### config.mk
export PLATFORM = sky130hd
export DESIGN_NAME = itd_decoder
export DESIGN_NICKNAME = d
export VERILOG_FILES = /design/src/hw/itd_pkg.sv /design/src/hw/itd_decoder.sv
export SDC_FILE = /design/constraint.sdc
export NUM_CORES = 1
export LEC_CHECK = 0
export BUFFER_PORTS_ARGS = -buffer_cell sky130_fd_sc_hd__buf_2
export CORE_MARGIN = 2
export CORE_UTILIZATION = 50
export DETAILED_ROUTE_END_ITERATION = 12
export PLACE_DENSITY = 0.71
export SETUP_SLACK_MARGIN = 0.15
export SLEW_MARGIN = 40
export SYNTH_ARGS = -nofsm -noshare
export SYNTH_HDL_FRONTEND = slang
export SYNTH_SLANG_ARGS = --single-unit
### constraint.sdc
create_clock -name pclk -period 4.45 [get_ports pclk]
set_clock_uncertainty 0.1 [all_clocks]
set_input_delay 0.89 -clock pclk [delete_from_list [all_inputs] [get_ports pclk]]
set_output_delay 0.89 -clock pclk [all_outputs]
set_load 0.05 [all_outputs]
### src/hw/itd_pkg.sv
// Shared constants, register map and command carrier for the terminal decoder
// ----------------------------------------------------------------------------
// What this block does
// Terminal set to code 0 is ignored entirely.
// Code 1 runs the motor at jog frequency while active.
// Code 4 inverts the running direction while active.
// Forward plus toggle: forward alone forward, both reverse, neither stop.
// Code 5 terminal acts as the run command.
// Code 6 runs forward, code 7 runs reverse, while active.
// Codes 9 to 12 select presets; all inactive uses primary frequency.
// Select combinations map to fifteen preset speeds per fixed table.
// Codes 13 and 14 choose one of four ramp-time pairs.
// Code 15 raises operating frequency steadily up to the highest.
// Code 16 lowers operating frequency steadily down to the lowest.
// Up/down changes are not kept; reset resumes the primary setting.
// Code 17 removes drive output so the motor coasts.
// Activating code 18 clears an alarm like the keypad reset key.
// Code 19 enables PID; in mode 2 open contact disables it.
// Code 20 starts the program sequencer while closed.
// Codes 21 and 22 start timer 1 and timer 2.
// Code 23 counts pulses; source keeps rate at or below 250 Hz.
// Code 26 starts the winding operation.
// Code 24 clears the accumulated count.
// Code 25 discards saved sequencer position.
// Each of eight terminals takes any code 0 to 32.
// Code 8 decelerates the motor to a stop.
// Code 2 jogs forward, code 3 jogs reverse.
// ----------------------------------------------------------------------------
package itd_pkg;

   // Terminal count and function code space
   localparam int          ITD_NUM_TERM   = 8;
   localparam int          ITD_CODE_W     = 6;
   localparam int          ITD_NUM_CODES  = 33;
   localparam logic [5:0]  ITD_CODE_MAX   = 6'h20;

   // Function codes
   localparam int FN_JOG       = 1;
   localparam int FN_JOG_AHEAD = 2;
   localparam int FN_JOG_BACK  = 3;
   localparam int FN_TOGGLE    = 4;
   localparam int FN_RUN       = 5;
   localparam int FN_AHEAD     = 6;
   localparam int FN_BACK      = 7;
   localparam int FN_STOP      = 8;
   localparam int FN_SPD1      = 9;
   localparam int FN_SPD2      = 10;
   localparam int FN_SPD3      = 11;
   localparam int FN_SPD4      = 12;
   localparam int FN_RAMP1     = 13;
   localparam int FN_RAMP2     = 14;
   localparam int FN_UP        = 15;
   localparam int FN_DOWN      = 16;
   localparam int FN_COAST     = 17;
   localparam int FN_FRESET    = 18;
   localparam int FN_PID       = 19;
   localparam int FN_SEQ       = 20;
   localparam int FN_TMR1      = 21;
   localparam int FN_TMR2      = 22;
   localparam int FN_CNT       = 23;
   localparam int FN_CNT_CLR   = 24;
   localparam int FN_SEQ_CLR   = 25;
   localparam int FN_WIND      = 26;

   // Register byte offsets
   localparam logic [7:0] REG_FUNC_BASE  = 8'h00;
   localparam logic [7:0] REG_FUNC_LAST  = 8'h1c;
   localparam logic [7:0] REG_CTRL       = 8'h20;
   localparam logic [7:0] REG_PRIMARY    = 8'h24;
   localparam logic [7:0] REG_FMAX       = 8'h28;
   localparam logic [7:0] REG_FMIN       = 8'h2c;
   localparam logic [7:0] REG_JOG        = 8'h30;
   localparam logic [7:0] REG_STEP       = 8'h34;
   localparam logic [7:0] REG_STATUS     = 8'h38;
   localparam logic [7:0] REG_OPFREQ     = 8'h3c;
   localparam logic [7:0] REG_COUNT      = 8'h40;

   // Reset values, frequencies in 0.01 Hz
   localparam logic [47:0] FUNC_RST      = {6'h09, 6'h08, 6'h10, 6'h0f,
                                            6'h12, 6'h01, 6'h07, 6'h06};
   localparam logic [1:0]  PID_MODE_RST  = 2'h0;
   localparam logic [1:0]  PID_MODE_TERM = 2'h2;
   localparam logic [1:0]  PID_MODE_ON   = 2'h1;
   localparam logic [15:0] PRIMARY_RST   = 16'h1388;
   localparam logic [15:0] FMAX_RST      = 16'h1388;
   localparam logic [15:0] FMIN_RST      = 16'h0000;
   localparam logic [15:0] JOG_RST       = 16'h01f4;
   localparam logic [15:0] STEP_RST      = 16'h0001;

   // Up/down ramp tick period in cycles
   localparam int          RAMP_DIV      = 1000;

   // Decoded command bundle toward the drive control logic
   typedef struct packed {
      logic       drive_en;
      logic       run;
      logic       reverse;
      logic       jog;
      logic       decel_stop;
      logic       fault_reset;
      logic [3:0] preset_idx;
      logic [1:0] ramp_set;
      logic       pid_en;
      logic       seq_en;
      logic       seq_clear;
      logic       timer1_start;
      logic       timer2_start;
      logic       winding_start;
   } itd_cmd_t;

endpackage

### src/hw/itd_decoder.sv
// Multifunction input terminal decoder with APB register access
`timescale 1ns/10ps
module itd_decoder #(
   parameter int RAMP_DIV = itd_pkg::RAMP_DIV
) (
   input  wire logic                              pclk,
   input  wire logic                              presetn,
   input  wire logic                              psel,
   input  wire logic                              penable,
   input  wire logic                              pwrite,
   input  wire logic [7:0]                        paddr,
   input  wire logic [31:0]                       pwdata,
   output logic [31:0]                            prdata,
   output logic                                   pready,
   output logic                                   pslverr,
   input  wire logic [itd_pkg::ITD_NUM_TERM-1:0]  term_in,
   output itd_pkg::itd_cmd_t                      cmd,
   output logic [15:0]                            freq_ref,
   output logic [15:0]                            count_value
);

   // ------------------------------------------------------------------
   // Helper functions
   // ------------------------------------------------------------------

   // Preset index from selects {s4,s3,s2,s1}; not a binary weight
   function automatic logic [3:0] preset_map(input logic [3:0] s);
      logic [3:0] r;
      r = 4'h0;
      case (s)
         4'b0001: r = 4'h1;
         4'b0010: r = 4'h2;
         4'b0100: r = 4'h3;
         4'b1000: r = 4'h4;
         4'b0011: r = 4'h5;
         4'b0101: r = 4'h6;
         4'b1001: r = 4'h7;
         4'b0110: r = 4'h8;
         4'b1010: r = 4'h9;
         4'b1100: r = 4'ha;
         4'b0111: r = 4'hb;
         4'b1011: r = 4'hc;
         4'b1101: r = 4'hd;
         4'b1110: r = 4'he;
         4'b1111: r = 4'hf;
         default: r = 4'h0;
      endcase
      return r;
   endfunction

   // Register index of a function-code word, or 8 if not one
   function automatic logic [3:0] func_index(input logic [7:0] a);
      logic [3:0] r;
      r = 4'h8;
      if (a <= itd_pkg::REG_FUNC_LAST && a[1:0] == 2'b00) begin
         r = {1'b0, a[4:2]};
      end
      return r;
   endfunction

   // ------------------------------------------------------------------
   // Registers
   // ------------------------------------------------------------------
   logic [5:0]   func_q [itd_pkg::ITD_NUM_TERM];
   logic [1:0]   pid_mode_q;
   logic [15:0]  primary_q;
   logic [15:0]  fmax_q;
   logic [15:0]  fmin_q;
   logic [15:0]  jog_q;
   logic [15:0]  step_q;
   logic [15:0]  op_freq_q;
   logic [15:0]  count_q;
   logic [31:0]  rdata_q;
   logic         err_q;
   logic         reset_lvl_q;
   logic         cnt_lvl_q;
   logic         wr_en;
   logic [3:0]   wr_idx;
   logic         sel_setup;

   assign wr_en     = psel & penable & pwrite;
   assign wr_idx    = func_index(paddr);
   assign sel_setup = psel & ~penable;
   assign pready    = 1'b1;
   assign prdata    = rdata_q;
   assign pslverr   = err_q & psel & penable;

   // ------------------------------------------------------------------
   // Function code table
   // ------------------------------------------------------------------

   // One code per terminal; out-of-range codes are refused so decode stays defined
   // eight terminals, codes 0-32
   always_ff @(posedge pclk or negedge presetn) begin
      if (!presetn) begin
         for (int i = 0; i < itd_pkg::ITD_NUM_TERM; i++) begin
            func_q[i] <= itd_pkg::FUNC_RST[i*6 +: 6];
         end
      end else if (wr_en && !wr_idx[3] && pwdata <= {26'h0, itd_pkg::ITD_CODE_MAX}) begin
         func_q[wr_idx[2:0]] <= pwdata[5:0];
      end
   end

   // Configuration registers
   always_ff @(posedge pclk or negedge presetn) begin
      if (!presetn) begin
         pid_mode_q <= itd_pkg::PID_MODE_RST;
         primary_q  <= itd_pkg::PRIMARY_RST;
         fmax_q     <= itd_pkg::FMAX_RST;
         fmin_q     <= itd_pkg::FMIN_RST;
         jog_q      <= itd_pkg::JOG_RST;
         step_q     <= itd_pkg::STEP_RST;
      end else if (wr_en) begin
         if (paddr == itd_pkg::REG_CTRL) begin
            pid_mode_q <= pwdata[1:0];
         end else if (paddr == itd_pkg::REG_PRIMARY) begin
            primary_q <= pwdata[15:0];
         end else if (paddr == itd_pkg::REG_FMAX) begin
            fmax_q <= pwdata[15:0];
         end else if (paddr == itd_pkg::REG_FMIN) begin
            fmin_q <= pwdata[15:0];
         end else if (paddr == itd_pkg::REG_JOG) begin
            jog_q <= pwdata[15:0];
         end else if (paddr == itd_pkg::REG_STEP) begin
            step_q <= pwdata[15:0];
         end
      end
   end

   // Read data captured in setup so the access phase answers at once
   always_ff @(posedge pclk or negedge presetn) begin
      if (!presetn) begin
         rdata_q <= 32'h0000_0000;
         err_q   <= 1'b0;
      end else if (sel_setup) begin
         err_q   <= 1'b0;
         rdata_q <= 32'h0000_0000;
         if (!wr_idx[3]) begin
            rdata_q <= {26'h0000000, func_q[wr_idx[2:0]]};
         end else if (paddr == itd_pkg::REG_CTRL) begin
            rdata_q <= {30'h00000000, pid_mode_q};
         end else if (paddr == itd_pkg::REG_PRIMARY) begin
            rdata_q <= {16'h0000, primary_q};
         end else if (paddr == itd_pkg::REG_FMAX) begin
            rdata_q <= {16'h0000, fmax_q};
         end else if (paddr == itd_pkg::REG_FMIN) begin
            rdata_q <= {16'h0000, fmin_q};
         end else if (paddr == itd_pkg::REG_JOG) begin
            rdata_q <= {16'h0000, jog_q};
         end else if (paddr == itd_pkg::REG_STEP) begin
            rdata_q <= {16'h0000, step_q};
         end else if (paddr == itd_pkg::REG_STATUS) begin
            rdata_q <= {14'h0000, cmd};
         end else if (paddr == itd_pkg::REG_OPFREQ) begin
            rdata_q <= {16'h0000, op_freq_q};
         end else if (paddr == itd_pkg::REG_COUNT) begin
            rdata_q <= {16'h0000, count_q};
         end else begin
            err_q <= 1'b1;
         end
      end
   end

   // ------------------------------------------------------------------
   // Per-function activity
   // ------------------------------------------------------------------
   logic [itd_pkg::ITD_NUM_CODES-1:0] fa;

   // A function is active if any terminal carrying it is on
   // code 0 ignored
   generate
      for (genvar c = 0; c < itd_pkg::ITD_NUM_CODES; c++) begin : g_fn
         logic [itd_pkg::ITD_NUM_TERM-1:0] hit;
         for (genvar t = 0; t < itd_pkg::ITD_NUM_TERM; t++) begin : g_t
            assign hit[t] = term_in[t] && (func_q[t] == 6'(c)) && (c != 0);
         end
         assign fa[c] = |hit;
      end
   endgenerate

   // ------------------------------------------------------------------
   // Command decode
   // ------------------------------------------------------------------
   logic       jog_any;
   logic       run_req;
   logic       base_rev;
   logic [3:0] preset_d;

   assign jog_any  = fa[itd_pkg::FN_JOG] | fa[itd_pkg::FN_JOG_AHEAD] | fa[itd_pkg::FN_JOG_BACK];
   // run input
   assign run_req  = fa[itd_pkg::FN_AHEAD] | fa[itd_pkg::FN_BACK] | fa[itd_pkg::FN_RUN];
   // forward wins a forward/reverse clash
   assign base_rev = fa[itd_pkg::FN_BACK] & ~fa[itd_pkg::FN_AHEAD];
   // fixed combination table
   assign preset_d = preset_map({fa[itd_pkg::FN_SPD4], fa[itd_pkg::FN_SPD3],
                                 fa[itd_pkg::FN_SPD2], fa[itd_pkg::FN_SPD1]});

   // Motion commands; coast beats jog beats stop beats run
   always_ff @(posedge pclk or negedge presetn) begin
      if (!presetn) begin
         cmd.drive_en   <= 1'b1;
         cmd.run        <= 1'b0;
         cmd.reverse    <= 1'b0;
         cmd.jog        <= 1'b0;
         cmd.decel_stop <= 1'b0;
      end else begin
         // coast removes drive
         cmd.drive_en   <= ~fa[itd_pkg::FN_COAST];
         // jog overrides all but coast
         cmd.jog        <= jog_any & ~fa[itd_pkg::FN_COAST];
         // stop decelerates
         cmd.decel_stop <= fa[itd_pkg::FN_STOP] & ~jog_any;
         // forward/toggle pair
         cmd.run        <= ~fa[itd_pkg::FN_COAST] & ~fa[itd_pkg::FN_STOP] & run_req;
         if (jog_any) begin
            // jog direction codes
            cmd.reverse <= fa[itd_pkg::FN_JOG_BACK] & ~fa[itd_pkg::FN_JOG_AHEAD];
         end else begin
            // toggle inverts direction
            cmd.reverse <= base_rev ^ fa[itd_pkg::FN_TOGGLE];
         end
      end
   end

   // Selections and enables
   always_ff @(posedge pclk or negedge presetn) begin
      if (!presetn) begin
         cmd.preset_idx    <= 4'h0;
         cmd.ramp_set      <= 2'h0;
         cmd.pid_en        <= 1'b0;
         cmd.seq_en        <= 1'b0;
         cmd.seq_clear     <= 1'b0;
         cmd.timer1_start  <= 1'b0;
         cmd.timer2_start  <= 1'b0;
         cmd.winding_start <= 1'b0;
      end else begin
         // zero index means primary frequency
         cmd.preset_idx    <= preset_d;
         // ramp pair select
         cmd.ramp_set      <= {fa[itd_pkg::FN_RAMP2], fa[itd_pkg::FN_RAMP1]};
         // PID enable by contact or mode
         cmd.pid_en        <= fa[itd_pkg::FN_PID] | (pid_mode_q == itd_pkg::PID_MODE_ON);
         // sequencer start
         cmd.seq_en        <= fa[itd_pkg::FN_SEQ];
         // sequencer position clear
         cmd.seq_clear     <= fa[itd_pkg::FN_SEQ_CLR];
         // timer starts
         cmd.timer1_start  <= fa[itd_pkg::FN_TMR1];
         cmd.timer2_start  <= fa[itd_pkg::FN_TMR2];
         // winding start
         cmd.winding_start <= fa[itd_pkg::FN_WIND];
      end
   end

   // Fault reset is one pulse per activation, like a key press
   // fault reset edge
   always_ff @(posedge pclk or negedge presetn) begin
      if (!presetn) begin
         reset_lvl_q     <= 1'b0;
         cmd.fault_reset <= 1'b0;
      end else begin
         reset_lvl_q     <= fa[itd_pkg::FN_FRESET];
         cmd.fault_reset <= fa[itd_pkg::FN_FRESET] & ~reset_lvl_q;
      end
   end

   // ------------------------------------------------------------------
   // Up/down frequency
   // ------------------------------------------------------------------
   logic [$clog2(RAMP_DIV)-1:0] div_q;
   logic                        tick;
   logic [16:0]                 up_sum;
   logic [16:0]                 down_floor;

   assign tick       = (div_q == ($clog2(RAMP_DIV))'(RAMP_DIV - 1));
   assign up_sum     = {1'b0, op_freq_q} + {1'b0, step_q};
   // Widened so a large minimum plus step cannot wrap
   assign down_floor = {1'b0, fmin_q} + {1'b0, step_q};

   // Ramp rate divider
   always_ff @(posedge pclk or negedge presetn) begin
      if (!presetn) begin
         div_q <= '0;
      end else if (tick) begin
         div_q <= '0;
      end else begin
         div_q <= div_q + 1'b1;
      end
   end

   // Working frequency is volatile: reset and primary writes reload it
   // changes not kept
   always_ff @(posedge pclk or negedge presetn) begin
      if (!presetn) begin
         op_freq_q <= itd_pkg::PRIMARY_RST;
      end else if (wr_en && paddr == itd_pkg::REG_PRIMARY) begin
         op_freq_q <= pwdata[15:0];
      end else if (tick && fa[itd_pkg::FN_UP] && !fa[itd_pkg::FN_DOWN]) begin
         // rise to highest
         op_freq_q <= (up_sum >= {1'b0, fmax_q}) ? fmax_q : up_sum[15:0];
      end else if (tick && fa[itd_pkg::FN_DOWN] && !fa[itd_pkg::FN_UP]) begin
         // fall to lowest
         op_freq_q <= ({1'b0, op_freq_q} <= down_floor) ? fmin_q : op_freq_q - step_q;
      end
   end

   // Reference frequency; jog speed displaces the working value
   always_ff @(posedge pclk or negedge presetn) begin
      if (!presetn) begin
         freq_ref <= itd_pkg::PRIMARY_RST;
      end else begin
         // jog frequency
         freq_ref <= jog_any ? jog_q : op_freq_q;
      end
   end

   // ------------------------------------------------------------------
   // Pulse counter
   // ------------------------------------------------------------------

   // Rising edges counted; no filter, so the source must respect the rate
   // count pulses
   always_ff @(posedge pclk or negedge presetn) begin
      if (!presetn) begin
         cnt_lvl_q <= 1'b0;
         count_q   <= 16'h0000;
      end else begin
         cnt_lvl_q <= fa[itd_pkg::FN_CNT];
         // clear wins over count
         if (fa[itd_pkg::FN_CNT_CLR]) begin
            count_q <= 16'h0000;
         end else if (fa[itd_pkg::FN_CNT] && !cnt_lvl_q) begin
            count_q <= count_q + 16'h0001;
         end
      end
   end

   assign count_value = count_q;
endmodule

==> impl_metrics.csv <==
group,metric,value,unit
clock_tree,cts-root-buf,"clkbuf_16",
floorplanning,ios,137,
placement,port_buffers,121,
synthesis,ys_top_cells_by_area,"dfrtp_1 29%, mux2_2 8.9%, dfstp_2 7.2%",
synthesis,synthArstFlopShare,100,%
sta,rsz0062_at_grt,"yes",
synthesis,ys_ff_latch,227,
drt,drtIter0Drc,1629,
sta,maxSlewHeadroom,45.7,%
clock_tree,clk_latency,0.55,ns
synthesis,synth_edf_count,0,
floorplanning,core,31500,µm²
sta,finalSetupViolations,14,
sta,max_slew.worst_pin.slew,0.813,ns
final_layout,diodes,0,
drt,dr.pass1.iters,8,
final_layout,area.growth.synth_to_final,17.5,%
synthesis,synth_cell_type_count,107,
sta,finalCritPeriodShare,105,%
power,leakage,8.91,nW
synthesis,synth_area_leader_cell,"dfrtp_1",
floorplanning,die_width,183,µm
power,p_per_area,276,nW/µm²
floorplanning,dieArea,33400,µm²
synthesis,synthCells,1671,
synthesis,yosys.area.top_type_share,28.7,%
clock_tree,cts_buffers,27,
placement,hpwl,50.2,mm
drt,drt_wl_total,64.3,mm
clock_tree,max-clock-path-buffers,3,
final_layout,drive_above_1_share,28.9,%
job,maxCapViolations,0,
critical_path,cp_max_fo,3,
synthesis,yosys-top-cells-count,"183 x dfrtp_1, 150 x nand2_1, 126 x mux2_2, 95 x nor2_1, 87 x ha_1",
synthesis,yosysMostFrequentCell,"dfrtp_1",
drt,num_vias,15084,
floorplanning,initial_core_util,50.7,%
final_layout,final_nets,2011,
synthesis,synth_area,16000,µm²
status,status,"finished, violations left",
critical_path,crit_chain,"ha_4 -> fa_2 -> a21o_1 -> a221oi_4 -> a21oi_2 -> a21o_1 -> a21o_1 -> a21oi_2 -> xor2_1 -> ha_1 -> and4_1 -> nand4_1 -> a31o_2 -> a311oi_2 -> buf_4 -> and2_4 -> mux2_4 -> a222oi_1 -> o21ai_1",
synthesis,yosysWarnings,0,
critical_path,cp_slowest_cell,"dfrtp_1",
global_route,grt_max_degree,105,
placement,place_congestion,1.02,
critical_path,crit_path_frequent_cell,"a21o_1",
synthesis,synth_top_flop_cell,"dfrtp_1",
global_route,grtUsageTotal,38.2,%
clock_tree,clk_pin_slew,0.06,ns
sta,fin_crit,4.66,ns
sta,drv_slew,0,
critical_path,path_class,"reg2reg",
drt,vias_per_cell,6.59,
floorplanning,rows,65,
clock_tree,numClockSinks,227,
power,peakVddDrop,0.000299,V
sta,fmax,0.215,GHz
drt,drcViolationCount,0,
global_route,antenna_found_initial,1,
critical_path,max_stage_delay,0.41,ns
synthesis,seq_area_frac_synth,35.9,%
min_path,min_path_type,"in2async",
global_route,grt_pass1_vias,14852,
critical_path,arrival,4.96,ns
floorplanning,fp.dieH,183,µm
sta,hold_violations,0,
clock_tree,cts_tree,"done",
critical_path,cp-start-kind,"register",
synthesis,synth.avg_cell_area,9.55,µm²
drt,ant_nets,0,
critical_path,crit_path_end_kind,"register",
global_route,grt_pass1_wl,94.7,mm
final_layout,instances_no_fill,2289,
final_layout,utilization,59.6,%
sta,fin_ws,-0.205,ns
critical_path,worst-path-buf-inv,1,
drt,wl_per_cell,28.1,µm
critical_path,critical_path.top_delay_family,"compound AO/OA/AOI/OAI gates",
critical_path,crit_required,4.76,ns
status,violations,"setup timing",
global_route,overflow,0,
clock_tree,htreeDepth,1,
placement,dp.cells,2226,
## metrics by stage
stage	setup slack, ns	total power [mW]	cell area (µm²)	setup TNS [ns]	hold slack, ns
floorplan	0.0796	2.56	16000	0	0.278
global placement	-0.260	2.83	17500	-2.48	0.290
detailed placement	-0.303	2.84	17500	-3.35	0.292
CTS	-0.203	5.12	18600	-1.09	0.296
global route	-0.399	5.33	18700	-4.31	0.122
finish	-0.205	5.17	18700	-1.39	0.117
## area by class of cell
| class | count | area [µm²] |
|---|---|---|
| inverters | 60 | 225 |
| repair buffers | 242 | 1590 |
| flip-flops and latches | 227 | 5740 |
| clock buffers | 38 | 797 |
| well taps | 402 | 503 |
| fillers | 2745 | 12700 |
| multi-input cells | 1310 | 9790 |
| clock inverters | 10 | 111 |
## state kept, by name (all words and copies together), names as in the netlist
signal and flops:
func_q 48, cmd 18, prdata 18, count_value 16
fmax_q 16, fmin_q 16, freq_ref 16, jog_q 16
op_freq_q 16, primary_q 16, step_q 16, div_q 10
pid_mode_q 2, cnt_lvl_q 1, err_q 1, reset_lvl_q 1
## worst paths after layout
path	start	to	slack, ns	cells after the start
worst max-delay path	fmin_q[0]$_DFFE_PN0P_	op_freq_q[11]$_DFFE_PN0P_	-0.21	19
worst min-delay path	presetn	func_q[23]$_DFFE_PN0P_	0.12	1
worst max register to register	fmin_q[0]$_DFFE_PN0P_	op_freq_q[11]$_DFFE_PN0P_	-0.21	19
worst min register to register	reset_lvl_q$_DFF_PN0_	cmd[12]$_DFF_PN0_	0.29	1
max in group asynchronous	presetn	primary_q[7]$_DFFE_PN1P_	3.03	3
min in group pclk	reset_lvl_q$_DFF_PN0_	cmd[12]$_DFF_PN0_	0.29	1
## cell families (layout without fill, tap and decap cells)
kind of cell	Yosys count	count (layout)	share of synthesized area (%)
AND/OR/NAND/NOR	573	573	19.1
flip-flops	227	227	35.9
other	2	15	0.0471
adder cells (fa/ha/maj)	93	93	7.39
buffers and inverters	147	350	4.26
multiplexers	164	164	11.5
AO/OA/AOI/OAI	411	411	18.7
XOR/XNOR	54	54	3.01
## layout by cell type, fill, tap and decap left out, types with 28 or more instances in the layout
cell type / Yosys / routed
nor2b_1: 31 / 31
nand2_1: 150 / 148
nor3_1: 33 / 32
dfstp_2: 44 / 44
nand3_1: 66 / 62
o21ai_0: 50 / 48
dfrtp_1: 183 / 183
xnor2_1: 33 / 32
buf_2: 22 / 120
nor2_1: 95 / 95
mux2_2: 126 / 121
ha_1: 87 / 84
mux2i_1: 28 / 28
buf_4: 18 / 114
o22ai_1: 64 / 64
inv_1: 60 / 60
a21oi_1: 57 / 54
## where the power goes
| group | switching (mW) | total (mW) | internal, mW |
|---|---|---|---|
| clock | 0.916 | 2.27 | 1.36 |
| sequential | 0.0201 | 2.11 | 2.09 |
| combinational | 0.475 | 0.792 | 0.317 |
## layer usage
| metal | track usage, % | vias up | part of all wire (%) |
|---|---|---|---|
| met5 | 0 | - | 0.016 |
| met4 | 23.3 | 2 | 7.2 |
| met3 | 5.27 | 240 | 6.4 |
| met2 | 67.0 | 801 | 49 |
| met1 | 44.3 | 7406 | 37 |
| li1 | - | 6635 | - |
## repair_timing
action / in CTS / in global routing
hold buffers: 0 / 0
pin swaps: 21 / 20
gates cloned: 0 / 0
resized for setup: 16 / 17
setup endpoints to repair: 16 / 16
buffers inserted: 9 / 5
hold endpoints to repair: 0 / 0
(Power assumes the default switching activity.)
